File: config.mk
export PLATFORM = sky130hd
export DESIGN_NAME = pmrs_sequencer
export DESIGN_NICKNAME = d
export VERILOG_FILES = /design/src/pmrs_pkg.sv /design/src/pmrs_sync.sv /design/src/pmrs_sequencer.sv
export SDC_FILE = /design/constraint.sdc
export NUM_CORES = 1
export LEC_CHECK = 0
export BUFFER_PORTS_ARGS = -buffer_cell sky130_fd_sc_hd__clkbuf_2
export CORE_MARGIN = 2
export CORE_UTILIZATION = 50
export DETAILED_ROUTE_END_ITERATION = 7
export GPL_ROUTABILITY_DRIVEN = 1
export HOLD_SLACK_MARGIN = 0.03
export PLACE_DENSITY = 0.72
export SLEW_MARGIN = 10
export SYNTH_ARGS = -nofsm -noshare
export SYNTH_HDL_FRONTEND = slang
export SYNTH_SLANG_ARGS = --single-unit
File: constraint.sdc
create_clock -name clk -period 3.9 [get_ports clk]
set_clock_uncertainty 0.1 [all_clocks]
set_input_delay 1.17 -clock clk [delete_from_list [all_inputs] [get_ports clk]]
set_output_delay 1.17 -clock clk [all_outputs]
set_load 0.01 [all_outputs]
File: src/pmrs_pkg.sv
// pmrs_pkg.sv: shared constants, mode codes and sequencer state type
// assumes a 10 MHz system clock and a separate slow tick input
`default_nettype none
package pmrs_pkg;
  localparam int unsigned CLK_HZ = 10000000;
  localparam int unsigned SLOW_HZ = 32768;
  // watchdog times, seconds
  localparam int unsigned WDOG_IRQ_S = 2;
  localparam int unsigned WDOG_RST_S = 4;
  localparam int unsigned WDOG_IRQ_TICKS = WDOG_IRQ_S * SLOW_HZ;
  localparam int unsigned WDOG_RST_TICKS = WDOG_RST_S * SLOW_HZ;
  // regulator settle time, microseconds
  localparam int unsigned SETTLE_US = 100;
  localparam int unsigned SETTLE_CYC = (SETTLE_US * (CLK_HZ / 1000000));
  localparam int unsigned CNT_W = 24;
  localparam logic [2:0] MODE_W_ACTIVE = 3'h0;
  localparam logic [2:0] MODE_W_IDLE = 3'h1;
  localparam logic [2:0] MODE_W_SLEEP = 3'h2;
  localparam logic [2:0] MODE_W_PDS = 3'h3;
  localparam logic [2:0] MODE_W_EXTENDED_POWER_DOWN_SLEEP = 3'h4;
  localparam logic [2:0] MODE_W_OFF = 3'h5;
  localparam logic [1:0] CAUSE_NONE = 2'h0;
  localparam logic [1:0] CAUSE_TIMER = 2'h1;
  localparam logic [1:0] CAUSE_GPIO = 2'h2;
  typedef enum logic [7:0] {
    SEQ_RESET = 8'h01,
    SEQ_BUCK = 8'h02,
    SEQ_LDO = 8'h04,
    SEQ_ACTIVE = 8'h08,
    SEQ_IDLE = 8'h10,
    SEQ_SLEEP = 8'h20,
    SEQ_LOWPWR = 8'h40,
    SEQ_OFF = 8'h80
  } pmrs_seq_t;
endpackage
`default_nettype wire

File: src/pmrs_sync.sv
// pmrs_sync.sv: two flip-flop level synchroniser
// assumes input is asynchronous to clk
`timescale 1ns/1ps
`default_nettype none
module pmrs_sync #(
  parameter logic RESET_VAL = 1'b0
) (
  // clock and reset
  input wire logic clk,
  input wire logic reset_n,
  // level in and out
  input wire logic asyncIn,
  output logic syncOut
);
  logic meta_r;
  always_ff @(posedge clk) begin
    if (!reset_n) begin
      meta_r <= RESET_VAL;
      syncOut <= RESET_VAL;
    end else begin
      meta_r <= asyncIn;
      syncOut <= meta_r;
    end
  end
endmodule
`default_nettype wire

File: src/pmrs_sequencer.sv
// pmrs_sequencer.sv: power-on order, low-power modes, wake, watchdog
// assumes firmware strobes on the same clock; pins and slow tick async
`timescale 1ns/1ps
`default_nettype none
module pmrs_sequencer #(
  parameter int unsigned SETTLE_CYCLES = pmrs_pkg::SETTLE_CYC,
  parameter int unsigned WDOG_IRQ_TICKS = pmrs_pkg::WDOG_IRQ_TICKS,
  parameter int unsigned WDOG_RST_TICKS = pmrs_pkg::WDOG_RST_TICKS
) (
  // clock and reset
  input wire logic clk,
  input wire logic reset_n,
  // supply and pins
  input wire logic batteryGood,
  input wire logic extResetPin_n,
  input wire logic brownout,
  input wire logic regStable,
  input wire logic slowTickIn,
  input wire logic gpioWake,
  // firmware command
  input wire logic modeReq,
  input wire logic [2:0] modeSel,
  input wire logic wdogKick,
  input wire logic wakeInterval,
  // power and clock controls
  output logic buckEn,
  output logic ldoEn,
  output logic ldoLowVolt,
  output logic coreReset_n,
  output logic coreHalt,
  output logic fastClkEn,
  output logic fastClkSlow,
  output logic periphClkEn,
  output logic slowClkEn,
  output logic radioPwr,
  output logic corePwr,
  output logic ramPwr,
  output logic alwaysOnPwr,
  // status
  output logic wdogIrq,
  output logic offExitFlag,
  output logic [1:0] wakeCause,
  output logic [2:0] modeNow
);
  localparam int unsigned CNT_W = pmrs_pkg::CNT_W;
  // ----------------------------------------
  // input synchronisers
  // ----------------------------------------
  logic batSync, rstSync_n, boSync, stabSync, tickSync, gpioSync, tickDly_r, tickPulse;
  pmrs_sync #(.RESET_VAL(1'b0)) uBat (.clk(clk), .reset_n(reset_n), .asyncIn(batteryGood),
    .syncOut(batSync));
  pmrs_sync #(.RESET_VAL(1'b0)) uRst (.clk(clk), .reset_n(reset_n), .asyncIn(extResetPin_n),
    .syncOut(rstSync_n));
  pmrs_sync #(.RESET_VAL(1'b0)) uBo (.clk(clk), .reset_n(reset_n), .asyncIn(brownout),
    .syncOut(boSync));
  pmrs_sync #(.RESET_VAL(1'b0)) uStab (.clk(clk), .reset_n(reset_n), .asyncIn(regStable),
    .syncOut(stabSync));
  pmrs_sync #(.RESET_VAL(1'b0)) uTick (.clk(clk), .reset_n(reset_n), .asyncIn(slowTickIn),
    .syncOut(tickSync));
  pmrs_sync #(.RESET_VAL(1'b0)) uGpio (.clk(clk), .reset_n(reset_n), .asyncIn(gpioWake),
    .syncOut(gpioSync));

  always_ff @(posedge clk) begin
    if (!reset_n) begin
      tickDly_r <= 1'b0;
    end else begin
      tickDly_r <= tickSync;
    end
  end
  assign tickPulse = tickSync & ~tickDly_r;

  // ----------------------------------------
  // sequencer
  // ----------------------------------------
  pmrs_pkg::pmrs_seq_t seq_r;
  logic [pmrs_pkg::CNT_W-1:0] settle_r;
  logic [pmrs_pkg::CNT_W-1:0] wdog_r;
  logic wdogBite;
  logic supplyBad;
  logic wakeHit, timerHit, lowPwr;
  assign supplyBad = !batSync || !rstSync_n || boSync || wdogBite;

  always_ff @(posedge clk) begin
    if (!reset_n) begin
      seq_r <= pmrs_pkg::SEQ_RESET;
      settle_r <= '0;
    end else if (supplyBad) begin
      seq_r <= pmrs_pkg::SEQ_RESET;
      settle_r <= '0;
    end else begin
      case (seq_r)
        pmrs_pkg::SEQ_RESET: begin
          seq_r <= pmrs_pkg::SEQ_BUCK;
          settle_r <= '0;
        end
        pmrs_pkg::SEQ_BUCK: begin
          if (settle_r == CNT_W'(SETTLE_CYCLES - 1)) begin
            seq_r <= pmrs_pkg::SEQ_LDO;
            settle_r <= '0;
          end else begin
            settle_r <= settle_r + 1'b1;
          end
        end
        pmrs_pkg::SEQ_LDO: begin
          if (settle_r < CNT_W'(SETTLE_CYCLES - 1)) begin
            settle_r <= settle_r + 1'b1;
          end else if (stabSync) begin
            seq_r <= pmrs_pkg::SEQ_ACTIVE;
          end
        end
        pmrs_pkg::SEQ_ACTIVE, pmrs_pkg::SEQ_IDLE: begin
          if (modeReq) begin
            case (modeSel)
              pmrs_pkg::MODE_W_ACTIVE: seq_r <= pmrs_pkg::SEQ_ACTIVE;
              pmrs_pkg::MODE_W_IDLE: seq_r <= pmrs_pkg::SEQ_IDLE;
              pmrs_pkg::MODE_W_SLEEP: seq_r <= pmrs_pkg::SEQ_SLEEP;
              pmrs_pkg::MODE_W_PDS, pmrs_pkg::MODE_W_EXTENDED_POWER_DOWN_SLEEP: seq_r <= pmrs_pkg::SEQ_LOWPWR;
              pmrs_pkg::MODE_W_OFF: seq_r <= pmrs_pkg::SEQ_OFF;
              default: seq_r <= seq_r;
            endcase
          end
        end
        pmrs_pkg::SEQ_SLEEP, pmrs_pkg::SEQ_LOWPWR: begin
          if (wakeHit) begin
            seq_r <= pmrs_pkg::SEQ_ACTIVE;
          end
        end
        pmrs_pkg::SEQ_OFF: begin
          if (wakeHit) begin
            seq_r <= pmrs_pkg::SEQ_RESET;
          end
        end
        default: seq_r <= pmrs_pkg::SEQ_RESET;
      endcase
    end
  end

  // ----------------------------------------
  // low-power mode register and wake timer
  // ----------------------------------------
  logic [2:0] mode_r;
  logic [pmrs_pkg::CNT_W-1:0] wakeCnt_r;
  logic [pmrs_pkg::CNT_W-1:0] wakeLoad_r;
  assign lowPwr = (seq_r == pmrs_pkg::SEQ_SLEEP) || (seq_r == pmrs_pkg::SEQ_LOWPWR) ||
    (seq_r == pmrs_pkg::SEQ_OFF);
  assign timerHit = lowPwr && (wakeLoad_r != '0) && (wakeCnt_r >= wakeLoad_r);
  assign wakeHit = timerHit || (lowPwr && gpioSync);

  always_ff @(posedge clk) begin
    if (!reset_n) begin
      mode_r <= pmrs_pkg::MODE_W_ACTIVE;
      wakeLoad_r <= '0;
    end else if (supplyBad || seq_r == pmrs_pkg::SEQ_RESET) begin
      mode_r <= pmrs_pkg::MODE_W_ACTIVE;
    end else if (modeReq && (seq_r == pmrs_pkg::SEQ_ACTIVE || seq_r == pmrs_pkg::SEQ_IDLE) &&
      modeSel <= pmrs_pkg::MODE_W_OFF) begin
      mode_r <= modeSel;
      wakeLoad_r <= wakeInterval ? CNT_W'(WDOG_IRQ_TICKS) : '0;
    end else if (wakeHit && seq_r != pmrs_pkg::SEQ_OFF) begin
      mode_r <= pmrs_pkg::MODE_W_ACTIVE;
    end
  end

  always_ff @(posedge clk) begin
    if (!reset_n) begin
      wakeCnt_r <= '0;
    end else if (!lowPwr) begin
      wakeCnt_r <= '0;
    end else if (tickPulse || seq_r == pmrs_pkg::SEQ_OFF) begin
      // deep off has no slow clock, so the fast timebase measures time
      wakeCnt_r <= wakeCnt_r + 1'b1;
    end
  end

  // ----------------------------------------
  // deep off exit record, survives core reset
  // ----------------------------------------
  always_ff @(posedge clk) begin
    if (!reset_n) begin
      offExitFlag <= 1'b0;
      wakeCause <= pmrs_pkg::CAUSE_NONE;
    end else if (wakeHit) begin
      offExitFlag <= (seq_r == pmrs_pkg::SEQ_OFF);
      wakeCause <= gpioSync ? pmrs_pkg::CAUSE_GPIO : pmrs_pkg::CAUSE_TIMER;
    end
  end

  // ----------------------------------------
  // watchdog on the slow tick
  // ----------------------------------------
  assign wdogBite = (wdog_r >= CNT_W'(WDOG_RST_TICKS));
  always_ff @(posedge clk) begin
    if (!reset_n) begin
      wdog_r <= '0;
    end else if (wdogKick || seq_r != pmrs_pkg::SEQ_ACTIVE && seq_r != pmrs_pkg::SEQ_IDLE) begin
      wdog_r <= '0;
    end else if (tickPulse) begin
      wdog_r <= wdog_r + 1'b1;
    end
  end

  always_ff @(posedge clk) begin
    if (!reset_n) begin
      wdogIrq <= 1'b0;
    end else begin
      wdogIrq <= (wdog_r >= CNT_W'(WDOG_IRQ_TICKS));
    end
  end

  // ----------------------------------------
  // domain and clock controls
  // ----------------------------------------
  always_ff @(posedge clk) begin
    if (!reset_n) begin
      buckEn <= 1'b0;
      ldoEn <= 1'b0;
      ldoLowVolt <= 1'b0;
      coreReset_n <= 1'b0;
      coreHalt <= 1'b0;
      fastClkEn <= 1'b0;
      fastClkSlow <= 1'b0;
      periphClkEn <= 1'b0;
      slowClkEn <= 1'b0;
      radioPwr <= 1'b0;
      corePwr <= 1'b0;
      ramPwr <= 1'b0;
      alwaysOnPwr <= 1'b0;
      modeNow <= pmrs_pkg::MODE_W_ACTIVE;
    end else begin
      buckEn <= seq_r != pmrs_pkg::SEQ_RESET && seq_r != pmrs_pkg::SEQ_OFF;
      ldoEn <= !(seq_r inside {pmrs_pkg::SEQ_RESET, pmrs_pkg::SEQ_BUCK, pmrs_pkg::SEQ_OFF});
      ldoLowVolt <= seq_r inside {pmrs_pkg::SEQ_SLEEP, pmrs_pkg::SEQ_LOWPWR};
      coreReset_n <= seq_r inside {pmrs_pkg::SEQ_ACTIVE, pmrs_pkg::SEQ_IDLE,
        pmrs_pkg::SEQ_SLEEP, pmrs_pkg::SEQ_LOWPWR};
      coreHalt <= seq_r inside {pmrs_pkg::SEQ_IDLE, pmrs_pkg::SEQ_SLEEP,
        pmrs_pkg::SEQ_LOWPWR};
      fastClkEn <= seq_r inside {pmrs_pkg::SEQ_ACTIVE, pmrs_pkg::SEQ_IDLE};
      fastClkSlow <= seq_r == pmrs_pkg::SEQ_IDLE;
      periphClkEn <= seq_r inside {pmrs_pkg::SEQ_ACTIVE, pmrs_pkg::SEQ_IDLE};
      slowClkEn <= seq_r != pmrs_pkg::SEQ_RESET && seq_r != pmrs_pkg::SEQ_OFF;
      radioPwr <= seq_r inside {pmrs_pkg::SEQ_ACTIVE, pmrs_pkg::SEQ_IDLE,
        pmrs_pkg::SEQ_SLEEP};
      corePwr <= seq_r inside {pmrs_pkg::SEQ_ACTIVE, pmrs_pkg::SEQ_IDLE, pmrs_pkg::SEQ_SLEEP} ||
        (seq_r == pmrs_pkg::SEQ_LOWPWR && mode_r == pmrs_pkg::MODE_W_PDS);
      ramPwr <= seq_r != pmrs_pkg::SEQ_OFF && seq_r != pmrs_pkg::SEQ_RESET;
      alwaysOnPwr <= 1'b1;
      modeNow <= mode_r;
    end
  end

  // ----------------------------------------
  // checks
  // ----------------------------------------
  a_off_powerdown: assert property (@(posedge clk) disable iff (!reset_n)
    seq_r == pmrs_pkg::SEQ_OFF |=> !buckEn && !corePwr && !slowClkEn && alwaysOnPwr)
    else $error("deep off left a domain powered");
  a_buck_first: assert property (@(posedge clk) disable iff (!reset_n)
    $rose(ldoEn) |-> buckEn)
    else $error("regulators enabled before buck");
  a_core_release: assert property (@(posedge clk) disable iff (!reset_n)
    $rose(coreReset_n) |-> ldoEn && $past(stabSync))
    else $error("core released before regulators stable");
  a_ext_reset: assert property (@(posedge clk) disable iff (!reset_n)
    !rstSync_n |-> ##2 !coreReset_n)
    else $error("external reset not obeyed");
  a_brownout_off: assert property (@(posedge clk) disable iff (!reset_n)
    boSync |=> seq_r == pmrs_pkg::SEQ_RESET)
    else $error("brownout did not shut down");
  a_idle_clocks: assert property (@(posedge clk) disable iff (!reset_n)
    seq_r == pmrs_pkg::SEQ_IDLE |=> coreHalt && fastClkSlow && periphClkEn)
    else $error("idle clocks wrong");
  a_sleep_clocks: assert property (@(posedge clk) disable iff (!reset_n)
    seq_r == pmrs_pkg::SEQ_SLEEP |=> !fastClkEn && slowClkEn && ldoLowVolt)
    else $error("sleep clocks wrong");
  a_wdog_irq: assert property (@(posedge clk) disable iff (!reset_n)
    wdog_r == CNT_W'(WDOG_IRQ_TICKS) |=> wdogIrq)
    else $error("watchdog interrupt missing");
  a_wdog_reset: assert property (@(posedge clk) disable iff (!reset_n)
    wdogBite |=> seq_r == pmrs_pkg::SEQ_RESET)
    else $error("watchdog reset missing");
  a_active_full: assert property (@(posedge clk) disable iff (!reset_n)
    seq_r == pmrs_pkg::SEQ_ACTIVE |=> fastClkEn && !fastClkSlow && !coreHalt)
    else $error("active mode not at full speed");
  a_off_record: assert property (@(posedge clk) disable iff (!reset_n)
    seq_r == pmrs_pkg::SEQ_OFF && wakeHit |=> offExitFlag && wakeCause != pmrs_pkg::CAUSE_NONE)
    else $error("deep off exit not recorded");
endmodule
`default_nettype wire

==> results of run 1 <==
==> routing by layer <==
layer  up-vias  track usage [%]  part of all wire, %
met5         -                0                    0
met1      1906             23.9                   45
li1       2058                -                    -
met2        67             33.3                   50
met3        15             5.88                  3.6
met4         0             9.02                  1.8
==> stage by stage <==
step	setup WS [ps]	std cells	util, %
2_1_floorplan	1220	583	-
3_3_place_gp	1090	729	53.1
3_5_place_dp	1010	729	53.1
4_1_cts	1270	760	58.9
5_1_grt	1120	760	58.9
6_report	1300	760	58.9
==> registers in the layout, indices dropped and copies added, names as in the netlist, 2 cells and up <==
| name | flops |
|---|---|
| mode_r | 3 |
| seq_r | 8 |
| modeNow | 3 |
| settle_r | 24 |
| wakeCnt_r | 24 |
| wakeCause | 2 |
| wdog_r | 24 |
==> final timing paths <==
check                  start           end  slack (ps)  cells past startpoint
setup / recovery  wdog_r[19]  settle_r[17]        1300                      6
hold / removal    uBo.meta_r   uBo.syncOut         330                      1
setup reg to reg  wdog_r[19]  settle_r[17]        1300                      6
hold reg to reg   uBo.meta_r   uBo.syncOut         330                      1
==> power breakdown <==
part           total, mW  switching (mW)  internal (mW)
clock network       1.52           0.510           1.01
registers           1.18         0.00280           1.17
logic             0.0310          0.0169         0.0141
total               2.73           0.530           2.20
==> final cells by class <==
cell class	instances	area, µm²
clock buffers	21	459
clock inverters	10	133
fillers	906	4190
inverters	19	71.3
multi-input cells	425	2700
flip-flops and latches	114	2280
well taps	136	170
repair buffers	35	180
==> cell families after synthesis <==
kind of cell               after synthesis
muxes                                    6
AOI/OAI and AO/OA                       45
xor gates and xnor gates                69
adders and majority gates                6
and+or+nand+nor                        299
DFF                                    114
buffers and inverters                   44
==> synthesized netlist by cell type (7+ instances only) <==
library cell,instances,area [µm²]
and3_1,10,62.6
and2_1,19,119
nor3_1,12,60.1
xor2_1,39,342
xnor2_1,30,263
nor4_1,13,81.3
nor2_1,93,349
o21ai_0,10,50.1
nor2b_1,7,43.8
clkbuf_1,17,63.8
nand4_1,25,156
inv_1,19,71.3
nor3_2,8,80.1
a21oi_1,9,45.0
nand2_1,49,184
dfxtp_1,114,2280
nand3_1,19,95.1
==> results.txt, run 1 <==
Max rail drop VDD: 362 µV
Total GRT Usage: 20.0%
Setup-failing EPs final: 0
antenna-violating nets left: 0
Req. time, crit path: 4240 ps
area share of and/or/nand/nor cells after synthesis: 31.4%
Hold/Removal Path Class: flop to flop
post-CTS setup buffer count: 0
Max Cap Viol: 0
clk buf depth: 2
DR vias/cell: 5.32
Post-synth EDFFs: 0
PortBufs: 33
core outline area: 10200 µm²
first-pass GRT wire length: 17800 µm
Synth Instances: 583
crit-path cells: or4_1, nor4_2, and2_1, nand2_1, a21o_1, nor2_1
Initial Utilization: 50.8%
vias: 4046
area grow syn2layout: 16.0%
P_leak: 2.12 nW
gpl congestion: 0.901
vias in the first global route: 3912
post-CTS resize count: 0
Design Area, Final: 6000 µm²
first-pass detailed-route iteration total: 4
die height: 106 µm
Synth Area per Inst: 8.87 µm²
post-synthesis compound-gate area fraction: 6.51%
Cell Rows: 37
post-synthesis async set-or-reset flop share: 0%
CTS tree: done
DR WL/cell: 13.7 µm
CTS buffer count: 17
syn_nets: 603
status: completed
commonest non-fill, non-tap cells in the layout: dfxtp_1 (114), nor2_1 (93), nand2_1 (49)
cts hold-fix bufs: 0
die area: 11200 µm²
DRC viols: 0
sequential area share after synthesis: 44.1%
nets@finish: 632
startpoint types: flop
Crit Path Max Fanout: 24
largest net degree at the start of global routing: 25
HPWL after detailed placement: 7260 µm
Bufs and invs on worst path: 0
Hold Vio Cnt, Final: 0
CP max-delay cell: or4_1
YS warnings: 0
Synth cell types: 61
Syn Std Cell Area: 5170 µm²
clk slew on worst S/H paths: 50 ps
Main synth FF type: dfxtp_1
share of cells above drive strength 1: 14.7%
DR iter-0 viols: 291
worst hold slack: 329 ps
grt total ovfl: 0
min Tclk post-route: 2600 ps
Cell Area, Placed: 5410 µm²
H-tree lvl count: 4
Final period util: 66.8%
setup_tns: 0 ps
Horiz. Die Dim: 106 µm
worst-skew pair later-pin latency: 520 ps
Data arrival, critical path: 2940 ps
Crit. End Element: flop
RSZ-0062 raised after global routing: no
commonest non-fill, non-tap cell in the layout: dfxtp_1
cell family with most CP delay: simple AND/OR/NAND/NOR gates
normalized max-slew margin: 38.1%
f_max: 384 MHz
total wire length: 10400 µm
synthesized flop and latch total: 114
largest family of logic cells by synthesized area: simple AND/OR/NAND/NOR gates
initial antenna violation count: 0
Ports: 34
Tot Pwr: 2.73 mW
fin. max-slew vios: 0
Post-Synth Adder-Cell Area: 1.45%
power per cell area: 455 nW/µm²
CP Class: flop to flop
clock sinks: 114
Root Buffer Master: clkbuf_8
Worst Tran Pin Value: 920 ps
XOR/XNOR Fraction of Synth Area: 11.7%
Critical Path Max Stage Delay: 590 ps
mux contribution to synthesized area: 1.16%
number of diodes: 0
No activity file was read; power rests on OpenSTA's default activity.
==> run 2: changes to the inputs <==
--- a/config.mk
+++ b/config.mk
@@ -5,13 +5,14 @@
 export SDC_FILE = /design/constraint.sdc
 export NUM_CORES = 1
 export LEC_CHECK = 0
+export ABC_AREA = 1
 export BUFFER_PORTS_ARGS = -buffer_cell sky130_fd_sc_hd__clkbuf_2
 export CORE_MARGIN = 2
 export CORE_UTILIZATION = 50
 export DETAILED_ROUTE_END_ITERATION = 7
 export GPL_ROUTABILITY_DRIVEN = 1
 export HOLD_SLACK_MARGIN = 0.03
-export PLACE_DENSITY = 0.72
+export PLACE_DENSITY = 0.74
 export SLEW_MARGIN = 10
 export SYNTH_ARGS = -nofsm -noshare
 export SYNTH_HDL_FRONTEND = slang
==> constraint.sdc (replaced) <==
create_clock -name clk -period 2.3 [get_ports clk]
set_clock_uncertainty 0.1 [all_clocks]
set_input_delay 0.69 -clock clk [delete_from_list [all_inputs] [get_ports clk]]
set_output_delay 0.69 -clock clk [all_outputs]
set_load 0.01 [all_outputs]
==> results.txt, run 2 <==
status: completed
Post-Place Worst Slack: 269 ps (-745 ps)
PortBufs: 33 (unchanged)
Switch Pwr: 0.974 mW (+84%)
CP Class: flop to flop
Layout fillers: 1014 (+12%)
gpl congestion: 0.869 (-3.5%)
setup_tns: 0 ps (unchanged)
Synth Area per Inst: 6.96 µm² (-22%)
initial antenna violation count: 0 (unchanged)
antenna-violating nets left: 0 (unchanged)
grt total ovfl: 0 (unchanged)
DR WL/cell: 11.9 µm (-13%)
clock sinks: 114 (unchanged)
CP Launch Point: seq_r[2]
Post-synth EDFFs: 0 (unchanged)
Root Buffer Master: clkbuf_16
Worst Tran Pin Value: 449 ps (-472 ps)
Syn Std Cell Area: 5690 µm² (+9.9%)
die area: 12200 µm² (+9.5%)
Crit. End Element: flop
Cell Area, Placed: 5970 µm² (+10%)
sequential area share after synthesis: 40.1% (-4.0 points)
Max rail drop VDD: 661 µV (+83%)
Max Cap Viol: 0 (unchanged)
min Tclk post-route: 2040 ps (-568 ps)
CTS tree: done
worst setup margin: 264 ps (-1030 ps)
Synth Instances: 817 (+40%)
DRC viols: 0 (unchanged)
clk buf depth: 2 (unchanged)
first-pass detailed-route iteration total: 5 (+1)
Main synth FF type: dfxtp_1
power per cell area: 745 nW/µm² (+64%)
commonest non-fill, non-tap cell in the layout: nand2_1
vias in the first global route: 4604 (+18%)
commonest non-fill, non-tap cells in the layout: nand2_1 (177), nor2_1 (124), inv_1 (122)
H-tree lvl count: 4 (unchanged)
sequential power share: 40.4% (-2.7 points)
post-CTS resize count: 0 (unchanged)
worst-skew pair later-pin latency: 420 ps (-100 ps)
syn_nets: 837 (+39%)
YS warnings: 0 (unchanged)
Final Non-Filler Cells: 1014 (+33%)
post-synth top area cell: dfxtp_1
worst hold slack: 313 ps (-16.6 ps)
crit-path cells: nor2_2, nand4_2, nand2_2, nand4_1, nor2_2, nand2_1, o21ai_0, nor2_1
Req. time, crit path: 2500 ps (-1740 ps)
Final period util: 88.5% (+22 points)
r2r endpoint: wakeCnt_r[15]
Initial Utilization: 51.8% (+0.98 points)
setup slack, reg-to-reg: 260 ps (-1030 ps)
Data arrival, critical path: 2240 ps (-700 ps)
fin. max-slew vios: 0 (unchanged)
DR WL met3: 423 µm (+13%)
Bufs and invs on worst path: 0 (unchanged)
cts hold-fix bufs: 0 (unchanged)
met2 WL: 5330 µm (+3.2%)
Cell Rows: 38 (+2.7%)
WL met1: 6110 µm (+31%)
DR vias/cell: 5.00 (-6.0%)
Crit Path Max Fanout: 14 (-42%)
power share of the clock group: 58.4% (+2.6 points)
core outline area: 11000 µm² (+7.8%)
normalized max-slew margin: 69.8% (+32 points)
CP max-delay cell: dfxtp_1
share of cells above drive strength 1: 14.8% (+0.016 points)
Synth cell types: 49 (-20%)
Yosys top cell area share: 40.1% (-4.0 points)
Setup-failing EPs final: 0 (unchanged)
largest net degree at the start of global routing: 19 (-24%)
Reg area: 2280 µm² (unchanged)
Hold Vio Cnt, Final: 0 (unchanged)
area grow syn2layout: 16.4%
clk slew on worst S/H paths: 50 ps (about the same)
f_max: 491 MHz (+28%)
area of the multi-input gates: 2820 µm² (+4.4%)
r2r startpoint: seq_r[2]
cell mode on critical path: nor2_2
first-pass GRT wire length: 20400 µm (+15%)
most frequent cells after synthesis: nand2_1 (177), nor2_1 (124), inv_1 (122)
startpoint types: flop
HPWL after detailed placement: 8730 µm (+20%)
Cells after DPL: 982 (+35%)
synthesized flop and latch total: 114 (unchanged)
worst setup path end: wakeCnt_r[15]
number of diodes: 0 (unchanged)
DR top layer: met4
RSZ-0062 raised after global routing: no
DR iter-0 viols: 366 (+26%)
Comb power frac: 1.2% (about the same)
nets@finish: 881 (+39%)
Hold/Removal Path Class: flop to flop
largest cells by area after synthesis: dfxtp_1 (40%), nand2_1 (12%), nor2_1 (8.2%)
Largest regs: settle_r x24, wakeCnt_r x24, wdog_r x24
cell family with most CP delay: simple AND/OR/NAND/NOR gates
P_leak: 2.77 nW (+31%)
Total GRT Usage: 20.4% (+0.37 points)
Net Sw Frac: 19.8% (+0.35 points)
P_int: 3.95 mW (+80%)
WP depth: 8 (+2)
Critical Path Max Stage Delay: 330 ps (-260 ps)
Horiz. Die Dim: 111 µm (+4.7%)
CTS buffer count: 17 (unchanged)
Ports: 34 (unchanged)
worst r2r path cells: 8 (+2)
die height: 111 µm (+4.7%)
vias: 5074 (+25%)
Design Area, Final: 6620 µm² (+10%)
post-CTS setup buffer count: 0 (unchanged)
post-synthesis async set-or-reset flop share: 0% (unchanged)
most common cell in the netlist: nand2_1
total wire length: 12100 µm (+16%)
## run 2: kinds of logic (layout without fill, tap and decap cells)
logic type | count (synthesis) | in the layout | synth area share, %
DFF | 114 | 114 | 40.1
and+or+nand+nor | 452 | 452 | 37.1
xor gates and xnor gates | 15 | 15 | 2.31
AOI/OAI and AO/OA | 89 | 89 | 8.89
buffers and inverters | 141 | 198 | 10.2
adders and majority gates | 6 | 6 | 1.32
## run 2: layout make-up
type,count,area share [%]
timing repair buffer,38,3.06
sequential,114,34.5
clock inverter,13,3.14
clock buffer,19,6.69
inverter,128,7.30
multi-input combinational,562,42.7
tap,140,2.65
## run 2: through the flow
step	util, %	power, mW
4_1_cts	60.2	4.98
3_5_place_dp	54.3	2.09
3_3_place_gp	54.3	2.09
5_1_grt	60.2	5.07
6_report	60.2	4.93
2_1_floorplan	-	2.07
## run 2: power by group through the flow
| stage | Sequential [mW] | Combinational, mW | Clock, mW |
|---|---|---|---|
| finish | 1.99 | 0.0580 | 2.88 |
| global route | 1.99 | 0.0651 | 3.01 |
| CTS | 1.99 | 0.0579 | 2.93 |
| detailed placement | 2.03 | 0.0576 | 0 |
| global placement | 2.03 | 0.0566 | 0 |
| floorplan | 2.03 | 0.0328 | 0 |
## run 2: how the worst min path moves through the flow
stage | end | cells past startpoint | startpoint
after CTS | uBo.syncOut | 2 | uBo.meta_r
after floorplan | uBat.syncOut | 2 | uBat.meta_r
final | uBo.syncOut | 2 | uBo.meta_r
after detailed placement | uBo.syncOut | 2 | uBo.meta_r
after global placement | uBat.syncOut | 2 | uBat.meta_r
after global routing | uTick.syncOut | 2 | uTick.meta_r
## run 2: tightest hold or removal path: stages, from the launching register on
cell and delay, ps:
dfxtp_1 300, nand2_1 50, inv_1 40
## run 2: routing by layer
layer  up-vias  GRT usage [%]
li1       2687              -
met1      2277           28.1
met2        90           31.0
met3        20           4.01
met4         0           9.25
met5         -              0
